===== src/core/diag_regs_consts.svh =====
// constants for the diagnostic and process register view
`ifndef DIAG_REGS_CONSTS_SVH
`define DIAG_REGS_CONSTS_SVH
`define ADDR_STATUS_WORD      16'h1F3C
`define ADDR_DIAG_FLAGS       16'h1F3D
`define ADDR_FAULT_GROUP      16'h1F3E
`define ADDR_INPUT_WORD       16'h1F40
`define ADDR_OUTPUT_WORD      16'h2328
`define BIT_OUT_SHORT         0
`define BIT_SENS_UNDER        2
`define BIT_SENS_SURGE        3
`define BIT_SENS_SHORT        4
`define BIT_ACT_UNDER         6
`define BIT_ACT_SURGE         7
`define BIT_ACT_SHORT         8
`define BIT_OVERTEMP          10
`define BIT_GENERAL_ERROR     0
`define GROUP_NONE            16'h0000
`define GROUP_OUT_1_4         16'h0001
`define GROUP_OUT_5_8         16'h0002
`define EXC_ILLEGAL_ADDRESS   8'h02
`define EXC_NONE              8'h00
`define HIGH_BYTE_ZERO        8'h00
`define FACTORY_SWITCH_POS    4'hF
`define OUTPUT_RESET          8'h00
`define CONNECT_READY_MS      350
`define CYCLIC_READY_MS       500
`define CLOCK_HZ              50000000
`endif


===== src/core/diag_regs_pkg.sv =====
// types shared by the register view
package diag_regs_pkg;
    typedef logic [15:0] reg_word_t;
    typedef logic [7:0]  io_byte_t;
    typedef enum logic [1:0] {
        boot_wait,
        connect_ready,
        cyclic_ready
    } start_state_t;
endpackage : diag_regs_pkg


===== src/core/startup_timer.sv =====
// counts power-up time and announces readiness stages
`timescale 1ns/100ps
`default_nettype none
`include "diag_regs_consts.svh"
module startup_timer #(
    parameter int CONNECT_CYCLES = (`CONNECT_READY_MS * (`CLOCK_HZ / 1000)) - 1,
    parameter int CYCLIC_CYCLES  = (`CYCLIC_READY_MS * (`CLOCK_HZ / 1000)) - 1
) (
    input  wire logic sys_clk,
    input  wire logic rst,
    input  wire logic clk_en,
    output var  logic connect_ok,
    output var  logic cyclic_ok
);
    import diag_regs_pkg::*;

    start_state_t state;
    logic [31:0]  count;
    // longest times round down, so readiness comes strictly before the limit
    wire          hit_connect = (count == 32'(CONNECT_CYCLES - 1));
    wire          hit_cyclic  = (count == 32'(CYCLIC_CYCLES - 1));

    always_ff @(posedge sys_clk) begin
        if (rst) begin
            state <= boot_wait;
            count <= 32'h0;
        end else if (clk_en) begin
            if (state != cyclic_ready)
                count <= count + 32'h1;
            case (state)
                boot_wait:     if (hit_connect) state <= connect_ready;
                connect_ready: if (hit_cyclic)  state <= cyclic_ready;
                cyclic_ready:  state <= cyclic_ready;
                default:       state <= boot_wait;
            endcase
        end
    end

    assign connect_ok = (state != boot_wait);
    assign cyclic_ok  = (state == cyclic_ready);
endmodule : startup_timer
`default_nettype wire


===== src/core/fault_group_enc.sv =====
// encodes which output group holds a short circuit
`timescale 1ns/100ps
`default_nettype none
`include "diag_regs_consts.svh"
module fault_group_enc (
    input  wire logic [7:0]  out_short,
    output var  logic [15:0] group_code
);
    wire low_group  = |out_short[3:0];
    wire high_group = |out_short[7:4];
    // lower group wins when both are shorted; flag bit 0 only shows that some output is shorted
    assign group_code = low_group  ? `GROUP_OUT_1_4 :
                        high_group ? `GROUP_OUT_5_8 : `GROUP_NONE;
endmodule : fault_group_enc
`default_nettype wire


===== src/core/modbus_diag_process_regs.sv =====
// register view of diagnostics and process data for the modbus client
// How it works
// - output short sets diagnostic flag bit 0
// - sensor supply faults in bits 2,3,4
// - actuator supply faults in bits 6,7,8
// - overtemperature sets bit 10
// - no short gives group code 0000
// - group 0001 outputs 1-4, 0002 outputs 5-8
// - inputs in low byte, bit n input n+1
// - outputs from low byte, bit n output n+1
// - words are big-endian, mapped one to one
// - byte data low byte, high reads 00
// - connection requests accepted under 350 ms
// - cyclic process data ready under 500 ms
// - switch position 0F restores defaults
// - read-only writes dropped, exception code 02
// - general error bit follows any diagnostic flag
`timescale 1ns/100ps
`default_nettype none
`include "diag_regs_consts.svh"
module modbus_diag_process_regs #(
    parameter int CONNECT_CYCLES = (`CONNECT_READY_MS * (`CLOCK_HZ / 1000)) - 1,
    parameter int CYCLIC_CYCLES  = (`CYCLIC_READY_MS * (`CLOCK_HZ / 1000)) - 1
) (
    input  wire logic                   sys_clk,
    input  wire logic                   rst,
    input  wire logic                   clk_en,
    input  wire logic                   req_valid,
    input  wire logic                   req_write,
    input  wire logic [15:0]            req_addr,
    input  wire diag_regs_pkg::reg_word_t req_wdata,
    output var  logic                   rsp_valid,
    output var  diag_regs_pkg::reg_word_t rsp_rdata,
    output var  logic [7:0]             rsp_exception,
    input  wire diag_regs_pkg::io_byte_t device_input_channel,
    output var  diag_regs_pkg::io_byte_t device_output_channel,
    input  wire logic [7:0]             out_short,
    input  wire logic                   sens_under,
    input  wire logic                   sens_surge,
    input  wire logic                   sens_short,
    input  wire logic                   act_under,
    input  wire logic                   act_surge,
    input  wire logic                   act_short,
    input  wire logic                   overtemp,
    input  wire logic [3:0]             rotary_switch,
    output var  logic                   connect_ready_out,
    output var  logic                   cyclic_ready_out,
    output var  logic                   defaults_restored
);
    import diag_regs_pkg::*;

    reg_word_t diag_flags;
    reg_word_t fault_group;
    reg_word_t status_word;
    io_byte_t  input_latch;
    io_byte_t  output_byte;
    logic      connect_ok;
    logic      cyclic_ok;
    logic [15:0] group_code;

    startup_timer #(
        .CONNECT_CYCLES (CONNECT_CYCLES),
        .CYCLIC_CYCLES  (CYCLIC_CYCLES)
    ) u_timer (
        .sys_clk    (sys_clk),
        .rst        (rst),
        .clk_en     (clk_en),
        .connect_ok (connect_ok),
        .cyclic_ok  (cyclic_ok)
    );

    fault_group_enc u_group (
        .out_short  (out_short),
        .group_code (group_code)
    );

    // live fault image; reserved positions stay zero
    reg_word_t next_diag_flags;
    always_comb begin
        next_diag_flags = 16'h0000;
        next_diag_flags[`BIT_OUT_SHORT]  = |out_short;
        next_diag_flags[`BIT_SENS_UNDER] = sens_under;
        next_diag_flags[`BIT_SENS_SURGE] = sens_surge;
        next_diag_flags[`BIT_SENS_SHORT] = sens_short;
        next_diag_flags[`BIT_ACT_UNDER]  = act_under;
        next_diag_flags[`BIT_ACT_SURGE]  = act_surge;
        next_diag_flags[`BIT_ACT_SHORT]  = act_short;
        next_diag_flags[`BIT_OVERTEMP]   = overtemp;
    end

    reg_word_t next_status;
    always_comb begin
        next_status = 16'h0000;
        next_status[`BIT_GENERAL_ERROR] = |next_diag_flags;
    end

    function automatic reg_word_t low_byte_word(input io_byte_t b);
        low_byte_word = {`HIGH_BYTE_ZERO, b};
    endfunction : low_byte_word

    // address decode
    wire hit_status = (req_addr == `ADDR_STATUS_WORD);
    wire hit_diag   = (req_addr == `ADDR_DIAG_FLAGS);
    wire hit_group  = (req_addr == `ADDR_FAULT_GROUP);
    wire hit_input  = (req_addr == `ADDR_INPUT_WORD);
    wire hit_output = (req_addr == `ADDR_OUTPUT_WORD);
    wire hit_ro     = hit_status | hit_diag | hit_group | hit_input;
    wire hit_any    = hit_ro | hit_output;
    // requests before connection readiness are not answered at all
    wire accept     = req_valid & connect_ok;
    wire do_write   = accept & req_write & hit_output & cyclic_ok;
    wire factory    = (rotary_switch == `FACTORY_SWITCH_POS);

    // whole words go out as stored; byte order is the transport's job
    wire reg_word_t read_mux =
        hit_status ? status_word :
        hit_diag   ? diag_flags :
        hit_group  ? fault_group :
        hit_input  ? low_byte_word(input_latch) :
        hit_output ? low_byte_word(output_byte) : 16'h0000;

    // read-only or unmapped writes, and unmapped reads, take exception 02
    wire refuse = (req_write & ~hit_output) | ~hit_any;
    // output writes before cyclic readiness are also refused
    wire early  = req_write & hit_output & ~cyclic_ok;

    always_ff @(posedge sys_clk) begin
        if (rst) begin
            diag_flags  <= 16'h0000;
            fault_group <= `GROUP_NONE;
            status_word <= 16'h0000;
            input_latch <= 8'h00;
        end else if (clk_en) begin
            diag_flags  <= next_diag_flags;
            fault_group <= group_code;
            status_word <= next_status;
            input_latch <= device_input_channel;
        end
    end

    always_ff @(posedge sys_clk) begin
        if (rst) begin
            output_byte <= `OUTPUT_RESET;
        end else if (clk_en) begin
            if (factory)
                output_byte <= `OUTPUT_RESET;
            else if (do_write)
                output_byte <= req_wdata[7:0];
        end
    end

    always_ff @(posedge sys_clk) begin
        if (rst) begin
            rsp_valid     <= 1'b0;
            rsp_rdata     <= 16'h0000;
            rsp_exception <= `EXC_NONE;
        end else if (clk_en) begin
            rsp_valid     <= accept;
            rsp_rdata     <= (accept & ~req_write & hit_any) ? read_mux
                                                             : 16'h0000;
            rsp_exception <= (accept & (refuse | early))
                             ? `EXC_ILLEGAL_ADDRESS : `EXC_NONE;
        end
    end

    always_ff @(posedge sys_clk) begin
        if (rst) begin
            device_output_channel <= `OUTPUT_RESET;
            connect_ready_out     <= 1'b0;
            cyclic_ready_out      <= 1'b0;
            defaults_restored     <= 1'b0;
        end else if (clk_en) begin
            device_output_channel <= factory ? `OUTPUT_RESET
                                             : output_byte;
            connect_ready_out     <= connect_ok;
            cyclic_ready_out      <= cyclic_ok;
            defaults_restored     <= factory;
        end
    end
endmodule : modbus_diag_process_regs
`default_nettype wire


===== config.mk =====
export PLATFORM = sky130hd
export DESIGN_NAME = modbus_diag_process_regs
export DESIGN_NICKNAME = d
export VERILOG_FILES = /design/src/core/diag_regs_pkg.sv /design/src/core/startup_timer.sv /design/src/core/fault_group_enc.sv /design/src/core/modbus_diag_process_regs.sv
export VERILOG_INCLUDE_DIRS = /design/src /design/src/core
export SDC_FILE = /design/constraint.sdc
export NUM_CORES = 1
export LEC_CHECK = 0
export BUFFER_PORTS_ARGS = -buffer_cell sky130_fd_sc_hd__buf_2
export CELL_PAD_IN_SITES_DETAIL_PLACEMENT = 1
export CELL_PAD_IN_SITES_GLOBAL_PLACEMENT = 2
export CORE_MARGIN = 4
export CORE_UTILIZATION = 32
export CTS_CLUSTER_DIAMETER = 150
export CTS_CLUSTER_SIZE = 16
export DETAILED_ROUTE_END_ITERATION = 8
export PLACE_DENSITY_LB_ADDON = 0.08
export SYNTH_ARGS = -nofsm -noshare
export SYNTH_HDL_FRONTEND = slang
export SYNTH_SLANG_ARGS = --single-unit

===== constraint.sdc =====
create_clock -name sys_clk -period 2.3 [get_ports sys_clk]
set_input_delay 0.345 -clock sys_clk [delete_from_list [all_inputs] [get_ports sys_clk]]
set_output_delay 0.345 -clock sys_clk [all_outputs]
set_load 0.02 [all_outputs]

==> results of run 1 <==
-- registers in the layout (all words and copies together), names as in the netlist --
signal / flops
u_timer.count: 32
status_word: 1
fault_group: 2
input_latch: 8
rsp_valid: 1
rsp_rdata: 10
u_timer.state: 2
defaults_restored: 1
cyclic_ready_out: 1
connect_ready_out: 1
diag_flags: 8
device_output_channel: 8
output_byte: 8
rsp_exception: 1
-- worst max-delay path, cell delays in order (launching register included) --
cell	delay [ns]
dfxtp_1	0.36
inv_1	0.07
ha_1	0.22
nand3b_2	0.24
or2_1	0.32
a211oi_1	0.29
o31ai_2	0.26
o31ai_1	0.26
-- placed cells by master, fill, tap and decap left out, types with 11 or more instances in the layout --
| master | instances |
|---|---|
| nor2_1 | 63 |
| mux2i_1 | 27 |
| conb_1 | 13 |
| buf_2 | 78 |
| nand3_1 | 13 |
| xnor2_1 | 12 |
| dfxtp_1 | 84 |
| xor2_1 | 11 |
| nand2_1 | 27 |
| inv_1 | 12 |
| buf_4 | 16 |
-- Yosys cell counts (7+ instances only) --
cell type	instances	area share
a21oi_1	10	0.012
o21ai_0	8	0.0099
buf_4	14	0.026
xor2_1	11	0.024
nand2b_1	7	0.011
o21ai_1	7	0.0087
nand2_1	27	0.025
inv_1	12	0.011
clkbuf_1	9	0.0084
mux2i_1	27	0.067
a22o_1	10	0.022
nand4_1	9	0.014
nor2b_1	7	0.011
nand3_1	13	0.016
dfxtp_1	84	0.42
nor2_1	63	0.058
xnor2_1	12	0.026
and4_1	7	0.015
-- power by group through the flow --
| stage | logic (uW) | registers, uW | clock network, uW |
|---|---|---|---|
| floorplan | 142 | 1520 | 0 |
| global placement | 206 | 1530 | 0 |
| detailed placement | 210 | 1530 | 0 |
| CTS | 211 | 1500 | 1510 |
| global route | 231 | 1500 | 1560 |
| finish | 208 | 1500 | 1450 |
-- per-stage QoR --
stage | hold WS, ns | worst slack (ns)
after floorplan | 0.439 | 0.269
after global placement | 0.439 | 0.140
after detailed placement | 0.440 | 0.0987
after CTS | 0.195 | 0.145
after global routing | 0.197 | 0.00701
final | 0.208 | 0.196
-- per-layer routing --
layer / share of wire / routed length (um) / global-route usage
met1: 0.50 / 5530 / 0.212
met2: 0.43 / 4700 / 0.233
met3: 0.060 / 663 / 0.0500
met4: 0.011 / 123 / 0.0404
met5: 0 / 0 / 0
-- final cells by class --
class / count / area share
sequential: 84 / 0.340
inverter: 12 / 0.00912
clock buffer: 10 / 0.0464
timing repair buffer: 95 / 0.107
multi-input combinational: 318 / 0.441
tap: 168 / 0.0426
clock inverter: 5 / 0.0127
-- cells by family (layout without fill, tap and decap cells) --
logic type / Yosys count / after routing
AOI/OAI and AO/OA: 58 / 58
xor gates and xnor gates: 23 / 23
adders and majority gates: 5 / 5
buffers and inverters: 44 / 122
DFF: 84 / 84
muxes: 29 / 29
other: 1 / 13
and+or+nand+nor: 190 / 190
-- worst min-delay path by stage --
stage	start	end	slack, ns	cells past startpoint
5_1_grt	req_wdata[6]	output_byte[6]	0.20	2
4_1_cts	req_wdata[3]	output_byte[3]	0.19	2
3_3_place_gp	rsp_rdata[4]	rsp_rdata[4]	0.44	2
2_1_floorplan	diag_flags[10]	rsp_rdata[10]	0.44	2
3_5_place_dp	rsp_exception[1]	rsp_exception[1]	0.44	2
6_report	req_wdata[7]	output_byte[7]	0.21	2
-- repair_timing --
action	in CTS	in global routing
setup endpoints to repair	0	2
resized for setup	0	3
endpoints found under the hold margin	0	0
==> results.tsv, run 1 <==
metric	value	unit
grt_pass1_vias	3384	
reg2reg_depth	7	
io_pins	100	
place_congestion	0.804	
synth_fa_ha_area_frac	0.0155	
p_per_area	637	nW/um^2
leakage	0.00204	uW
critPathLaunchType	flop	
critPathCapture	rsp_rdata[10]	
required	2.55	ns
p_sw_frac	0.237	
min_period	2.10	ns
seqPwrFrac	0.475	
drive_above_1_share	0.256	
synth_compound_area_frac	0.105	
drc	0	
start_util	0.331	
cts_setup_buffers	0	
clk_transition_reported_paths	0.06	ns
synth_xor_area_frac	0.0498	
period_share	0.915	
fp.dieH	120	um
ys.warnings.count	0	
final-seq-area	1680	um^2
core-area	12200	um^2
status	completed	
wl	11000	um
drt_iter0_markers	207	
ys.flop_type	dfxtp_1	
die_width	120	um
antenna_found_initial	0	
clock-skew-final	0.00653	ns
pwr-share-clk	0.459	
finalPower	3150	uW
postSynthCellCount	434	
clk_latency	0.34	ns
seq_area_frac_synth	0.416	
placed_area	4630	um^2
routedWlPerCell	15.9	um
setup_tns	0	ns
final_core_util	0.405	
instances_no_fill	692	
worst_pin_slew	0.928	ns
clk_path_buf_depth	2	
dp_cells	677	
power.switching	745	uW
vias	3384	
ys_types	62	
vias_per_cell	4.89	
design_area	4940	um^2
reg2reg_from	u_timer.state[0]	
synthArstFlopShare	0	
synth_area	4050	um^2
combPwrFrac	0.066	
max_slew_margin	0.378	
drv_slew	0	
critPathKind	reg -> reg	
cts_tree	yes	
rsz0062_at_grt	no	
clock-root-buffer	clkbuf_16	
critPathLaunch	u_timer.state[0]	
cts_sinks	84	
rr_endpoint	rsp_rdata[10]	
synth-simple-area-share	0.281	
grt_max_degree	52	
antenna-diode-count	0	
die_area	14500	um^2
hp-class	in -> reg	
grt.total_usage	0.154	
synth_edf_count	0	
vdd_drop_max	0.327	mV
drv_cap	0	
cp_max_fo	8	
cts-htree-levels	3	
final_antenna_net_count	0	
fmax	475	MHz
multi_input_area	2180	um^2
syn_avg_cell_area	9.32	um^2
hold_buffers	0	
p_int	2400	uW
numCtsBuffers	9	
row_count	40	
finalHoldViolations	0	
post-dp-hpwl	8190	um
setup_viol	0	
layout.nets	589	
dr.pass1.iters	4	
end_kind	flop	
syn2layout_area_growth	22.1	%
regToRegSetupSlack	0.20	ns
synth_seq_cells	84	
synth_top_family_by_area	simple AND/OR/NAND/NOR gates	
num-fill-cells	1438	
overflow	0	
synth.area.mux_share	0.0724	
grt_pass1_wl	17700	um
crit_arrival	2.36	ns
port_buffers	78	
(Power assumes the default switching activity.)
==> inputs of run 2 (changes only) <==
--- a/config.mk
+++ b/config.mk
@@ -14,6 +14,7 @@
 export CTS_CLUSTER_DIAMETER = 150
 export CTS_CLUSTER_SIZE = 16
 export DETAILED_ROUTE_END_ITERATION = 8
+export GPL_ROUTABILITY_DRIVEN = 0
 export PLACE_DENSITY_LB_ADDON = 0.08
 export SYNTH_ARGS = -nofsm -noshare
 export SYNTH_HDL_FRONTEND = slang
==> constraint.sdc (replaced) <==
create_clock -name sys_clk -period 2.3 [get_ports sys_clk]
set_input_delay 0 -clock sys_clk [delete_from_list [all_inputs] [get_ports sys_clk]]
set_output_delay 0 -clock sys_clk [all_outputs]
set_load 0.02 [all_outputs]
==> run 2 against run 1 <==
Effect of this change:
- sequential share of layout area fell by 1.8 points
- hold slack got worse by 0.18 ns
- flip-flop and latch count did not move
- non-clock buffer count rose by 23
- die area did not move
- first-iteration DRC count fell by 1.4%
- clock-buffer cell count did not move
- clock power rose by 21%
- sequential power barely moved
- clock skew rose by 0.00059 ns
- cell count rose by 3.5%
- utilization rose by 2.3 points
==> results.tsv, run 2 (synthesized netlist as in run 1, its figures left out) <==
metric	value	unit	change
num-fill-cells	1464		+1.8%
clk_path_buf_depth	2		unchanged
critPathLaunchType	flop		
grt_pass1_wl	18900	um	+7.0%
start_util	0.331		unchanged
status	completed		
cp_max_fo	7		-1
end_kind	flop		
crit_arrival	2.35	ns	about the same
drt_iter0_markers	204		-1.4%
post-dp-hpwl	8450	um	+3.2%
grt_max_degree	34		-35%
grt.total_usage	0.164		+0.00937
layout.nets	612		+3.9%
clock-root-buffer	clkbuf_16		
io_pins	100		unchanged
drc	0		unchanged
vias	3555		+5.1%
antenna_found_initial	0		unchanged
grt_pass1_vias	3620		+7.0%
top_register	u_timer.count		
die_area	14500	um^2	unchanged
vdd_drop_max	0.352	mV	+7.7%
antenna-diode-count	0		unchanged
clock-skew-final	0.00712	ns	+0.000591 ns
cts_setup_buffers	0		unchanged
row_count	40		unchanged
fmax	469	MHz	-1.3%
cts_sinks	84		unchanged
clk_transition_reported_paths	0.06	ns	about the same
hp-class	in -> reg		
numCtsBuffers	9		unchanged
top_regs	u_timer.count: 32 flops, rsp_rdata: 10 flops		
reg2reg_depth	7		unchanged
setup_viol	0		unchanged
instances_no_fill	716		+3.5%
rsz0062_at_grt	yes		
design_area	5220	um^2	+5.7%
worst_pin_slew	0.875	ns	-0.0531 ns
drv_cap	0		unchanged
min_period	2.13	ns	+0.0279 ns
vias_per_cell	4.97		+1.5%
cts-htree-levels	3		unchanged
p_per_area	670	nW/um^2	+5.1%
port_buffers	78		unchanged
whs_path_depth	2		unchanged
core-area	12200	um^2	unchanged
regToRegSetupSlack	0.17	ns	-0.03 ns
placed_area	4600	um^2	-0.76%
dp_cells	674		-0.44%
wl	11500	um	+4.2%
dr.pass1.iters	4		unchanged
fp.dieH	120	um	unchanged
mostFrequentLayoutCells	dfxtp_1 (84), buf_2 (78), nor2_1 (63), mux2i_1 (27), nand2_1 (27)		
max_slew_margin	0.413		+0.0356
overflow	0		unchanged
required	2.52	ns	-0.03 ns
hp-start	rst		
die_width	120	um	unchanged
finalHoldViolations	0		unchanged
critPathKind	reg -> reg		
largest_register_ffs	32		unchanged
routedWlPerCell	16.0	um	+0.71%
period_share	0.927		+0.0121
final_antenna_net_count	0		unchanged
leakage	0.00215	uW	+5.5%
syn2layout_area_growth	29.1	%	
mostFrequentLayoutCell	dfxtp_1		
cts_tree	yes		
reg2reg_from	u_timer.state[0]		
drive_above_1_share	0.237		-0.0185
drv_slew	0		unchanged
rr_endpoint	u_timer.count[16]		
clk_latency	0.34	ns	about the same
min_to	connect_ready_out		
finalPower	3500	uW	+11%
run 2: how the worst max path moves through the flow:
| stage | startpoint | to | slack (ns) | depth (start not counted) |
|---|---|---|---|---|
| after floorplan | u_timer.state[0] | u_timer.count[29] | 0.27 | 7 |
| after global placement | u_timer.state[0] | u_timer.count[16] | 0.22 | 7 |
| after detailed placement | u_timer.state[0] | u_timer.count[16] | 0.15 | 7 |
| after CTS | u_timer.state[0] | u_timer.count[16] | 0.15 | 7 |
| after global routing | u_timer.state[0] | u_timer.count[16] | -0.006 | 7 |
| final | u_timer.state[0] | u_timer.count[16] | 0.17 | 7 |
run 2: per-stage QoR:
stage	hold WS [ns]	utilization	setup WS (ns)	setup TNS, ns
CTS	0.0192	0.428	0.148	0
global route	0.0513	0.428	-0.00573	-0.00730
finish	0.0304	0.428	0.168	0
detailed placement	0.217	0.376	0.147	0
global placement	0.215	0.376	0.218	0
floorplan	0.125	-	0.269	0
run 2: what timing repair did:
action / CTS / global route
endpoints found under the hold margin: 25 / 0
setup endpoints to repair: 0 / 2
hold buffers: 26 / 0
resized for setup: 0 / 0
run 2: layer usage:
metal  global-route usage  up-vias  wire [um]
met5                    0        -          0
met1                0.228     1705       5610
met3               0.0407       14        654
li1                     -     1745          -
met4               0.0489        0        162
met2                0.250       91       5050
run 2: area by class of cell:
| class | instances | area (um^2) | area share |
|---|---|---|---|
| tap | 168 | 210 | 0.0402 |
| multi-input combinational | 318 | 2160 | 0.414 |
| inverter | 12 | 45.0 | 0.00862 |
| timing repair buffer | 118 | 756 | 0.145 |
| clock inverter | 6 | 136 | 0.0261 |
| clock buffer | 10 | 229 | 0.0438 |
| sequential | 84 | 1680 | 0.322 |
run 2: critical path, stage by stage (launching register included):
cell      delay (ns)
dfxtp_1         0.36
inv_1           0.08
ha_1            0.21
nand4b_2        0.31
or3_1           0.54
nor4_2          0.31
xnor2_1         0.15
nor2_1          0.06
run 2: power by group:
group          total, uW  switching (uW)  internal, uW
combinational        240             130           110
clock               1760             590          1170
sequential          1500            17.0          1480
==> inputs of run 3 (changes only) <==
--- a/config.mk
+++ b/config.mk
@@ -15,6 +15,8 @@
 export CTS_CLUSTER_SIZE = 16
 export DETAILED_ROUTE_END_ITERATION = 8
 export GPL_ROUTABILITY_DRIVEN = 0
+export GPL_TIMING_DRIVEN = 0
+export MAX_ROUTING_LAYER = met4
 export PLACE_DENSITY_LB_ADDON = 0.08
 export SYNTH_ARGS = -nofsm -noshare
 export SYNTH_HDL_FRONTEND = slang
==> run 3 against run 2 <==
Effect of this change:
- cell count increased by 2.9%
- maximum frequency is essentially flat
- clock skew is 0.0029 ns higher
- non-clock buffer count is 21 higher
- sequential power about the same
- critical path depth unchanged
- clock power fell by 22%
- flip-flop and latch count stayed put
- critical endpoint is now u_timer.count[29]
- highest routed layer unchanged
==> results.tsv, run 3 (synthesized netlist as in run 1, its figures left out) <==
metric	value	unit	change
status	completed		
grt_pass1_vias	3806		+5.1%
crit_chain	inv_1 -> ha_2 -> nand4b_4 -> nor3_4 -> nand4_2 -> nor3_1 -> mux2_1		
p_sw_frac	0.255		+0.0444
drv_cap	0		unchanged
cp_num_cells	7		unchanged
clock-skew-final	0.0100	ns	+0.00292 ns
dp_cells	691		+2.5%
reg2reg_depth	7		unchanged
min_to	rsp_rdata[8]		
critPathLaunchType	flop		
combPwrFrac	0.087		+0.018
num-fill-cells	1467		+0.20%
fp.dieH	120	um	unchanged
cts-htree-levels	3		unchanged
clock-root-buffer	clkbuf_16		
drive_above_1_share	0.251		+0.0141
min_period	2.13	ns	-0.00188 ns
vias	3638		+2.3%
top_register	u_timer.count		
numCtsBuffers	9		unchanged
vdd_drop_max	0.531	mV	+51%
wl	12200	um	+6.3%
overflow	0		unchanged
layout.nets	633		+3.4%
dr.pass1.iters	4		unchanged
max_stage_delay	0.36	ns	-0.18 ns
drv_slew	0		unchanged
row_count	40		unchanged
critPathTopFamily	simple AND/OR/NAND/NOR gates		
syn2layout_area_growth	31.0	%	
setup_viol	0		unchanged
antenna-diode-count	0		unchanged
top_regs	u_timer.count: 32 flops, rsp_rdata: 10 flops		
final-seq-area	1680	um^2	unchanged
reg2reg_from	u_timer.state[0]		
routedWlPerCell	16.6	um	+3.2%
period_share	0.926		about the same
instances_no_fill	737		+2.9%
max_slew_margin	0.474		+0.0611
crit_arrival	2.36	ns	about the same
io_pins	100		unchanged
mostFrequentLayoutCell	dfxtp_1		
regToRegSetupSlack	0.17	ns	about the same
required	2.53	ns	about the same
worst_pin_slew	0.782	ns	-0.0929 ns
clk_transition_reported_paths	0.06	ns	about the same
clk_latency	0.35	ns	about the same
vias_per_cell	4.94		-0.58%
pwr-share-clk	0.439		-0.065
finalHoldViolations	0		unchanged
die_width	120	um	unchanged
die_area	14500	um^2	unchanged
post-dp-hpwl	8940	um	+5.7%
p_int	2350	uW	-15%
hold_slack	0.0126	ns	-0.0178 ns
cp_num_buf_inv	1		unchanged
grt.total_usage	0.177		+0.0139
final_core_util	0.434		+0.00615
cp_max_fo	6		-1
cts_sinks	84		unchanged
end_kind	flop		
drc	0		unchanged
core-area	12200	um^2	unchanged
clk_path_buf_depth	2		unchanged
multi_input_area	2210	um^2	+2.0%
seqPwrFrac	0.475		+0.047
critPathKind	reg -> reg		
hp-start	req_addr[0]		
largest_register_ffs	32		unchanged
leakage	0.00222	uW	+3.2%
drt_iter0_markers	135		-34%
port_buffers	77		-1.3%
mostFrequentLayoutCells	dfxtp_1 (84), buf_2 (80), nor2_1 (63), mux2i_1 (27), nand2_1 (27)		
cts_tree	yes		
rr_endpoint	u_timer.count[29]		
fmax	470	MHz	about the same
cpMaxStageDelayCell	dfxtp_1		
p_per_area	594	nW/um^2	-11%
grt_max_degree	16		-53%
setup_slack	0.170	ns	+0.00188 ns
hp-class	in -> reg		
start_util	0.331		unchanged
whs_path_depth	3		+1
power.switching	803	uW	+9.0%
final_antenna_net_count	0		unchanged
antenna_found_initial	0		unchanged
grt_pass1_wl	19700	um	+4.4%
pre_cts_slack	-0.216	ns	-0.363 ns
## run 3: how the worst max path moves through the flow
stage               slack [ns]           endpoint              from
CTS                      0.007  u_timer.count[16]  u_timer.state[0]
global route            -0.003  u_timer.count[28]  u_timer.state[0]
global placement         -0.20  u_timer.count[29]  u_timer.state[0]
finish                    0.17  u_timer.count[29]  u_timer.state[0]
detailed placement       -0.22  u_timer.count[29]  u_timer.state[0]
floorplan                 0.27  u_timer.count[29]  u_timer.state[0]
## run 3: through the flow
stage	instance area, um^2	TNS, ns	power, uW
6_report	5300	0	3150
5_1_grt	5300	-0.00316	3290
4_1_cts	5250	0	3190
3_5_place_dp	4690	-1.18	1770
3_3_place_gp	4690	-0.748	1760
2_1_floorplan	4090	0	1660
## run 3: power by group through the flow
stage                     logic (uW)  registers (uW)  clock network [uW]
after floorplan                  142            1520                   0
after global placement           235            1530                   0
after detailed placement         237            1530                   0
after CTS                        273            1500                1420
after global routing             300            1500                1500
final                            272            1500                1380
## run 3: final cells by class
class | instances | area share
clock buffers | 9 | 0.0425
clock inverters | 7 | 0.00992
repair buffers | 107 | 0.128
plain buffers | 32 | 0.0376
flip-flops and latches | 84 | 0.317
inverters | 12 | 0.00850
well taps | 168 | 0.0397
multi-input cells | 318 | 0.417
## run 3: routing by layer
layer  wire length [um]  track usage  up-vias
met4                142       0.0567        0
met3                495       0.0332       11
met1               5930        0.227     1758
li1                   -            -     1788
met2               5630        0.285       81
met5                  0            -        -
## run 3: timing repair
action	in CTS	in global routing
pin swaps	1	3
endpoints found under the hold margin	25	0
setup endpoints to repair	10	11
buffers inserted	0	4
gates resized for setup	4	3
hold buffers	26	0
## run 3: worst reg2reg max path, stage by stage, from the launching register on
cell and delay, ns:
dfxtp_1 0.36, inv_1 0.08, ha_2 0.25, nand4b_4 0.26, nor3_4 0.28, nand4_2 0.22
nor3_1 0.24, mux2_1 0.34
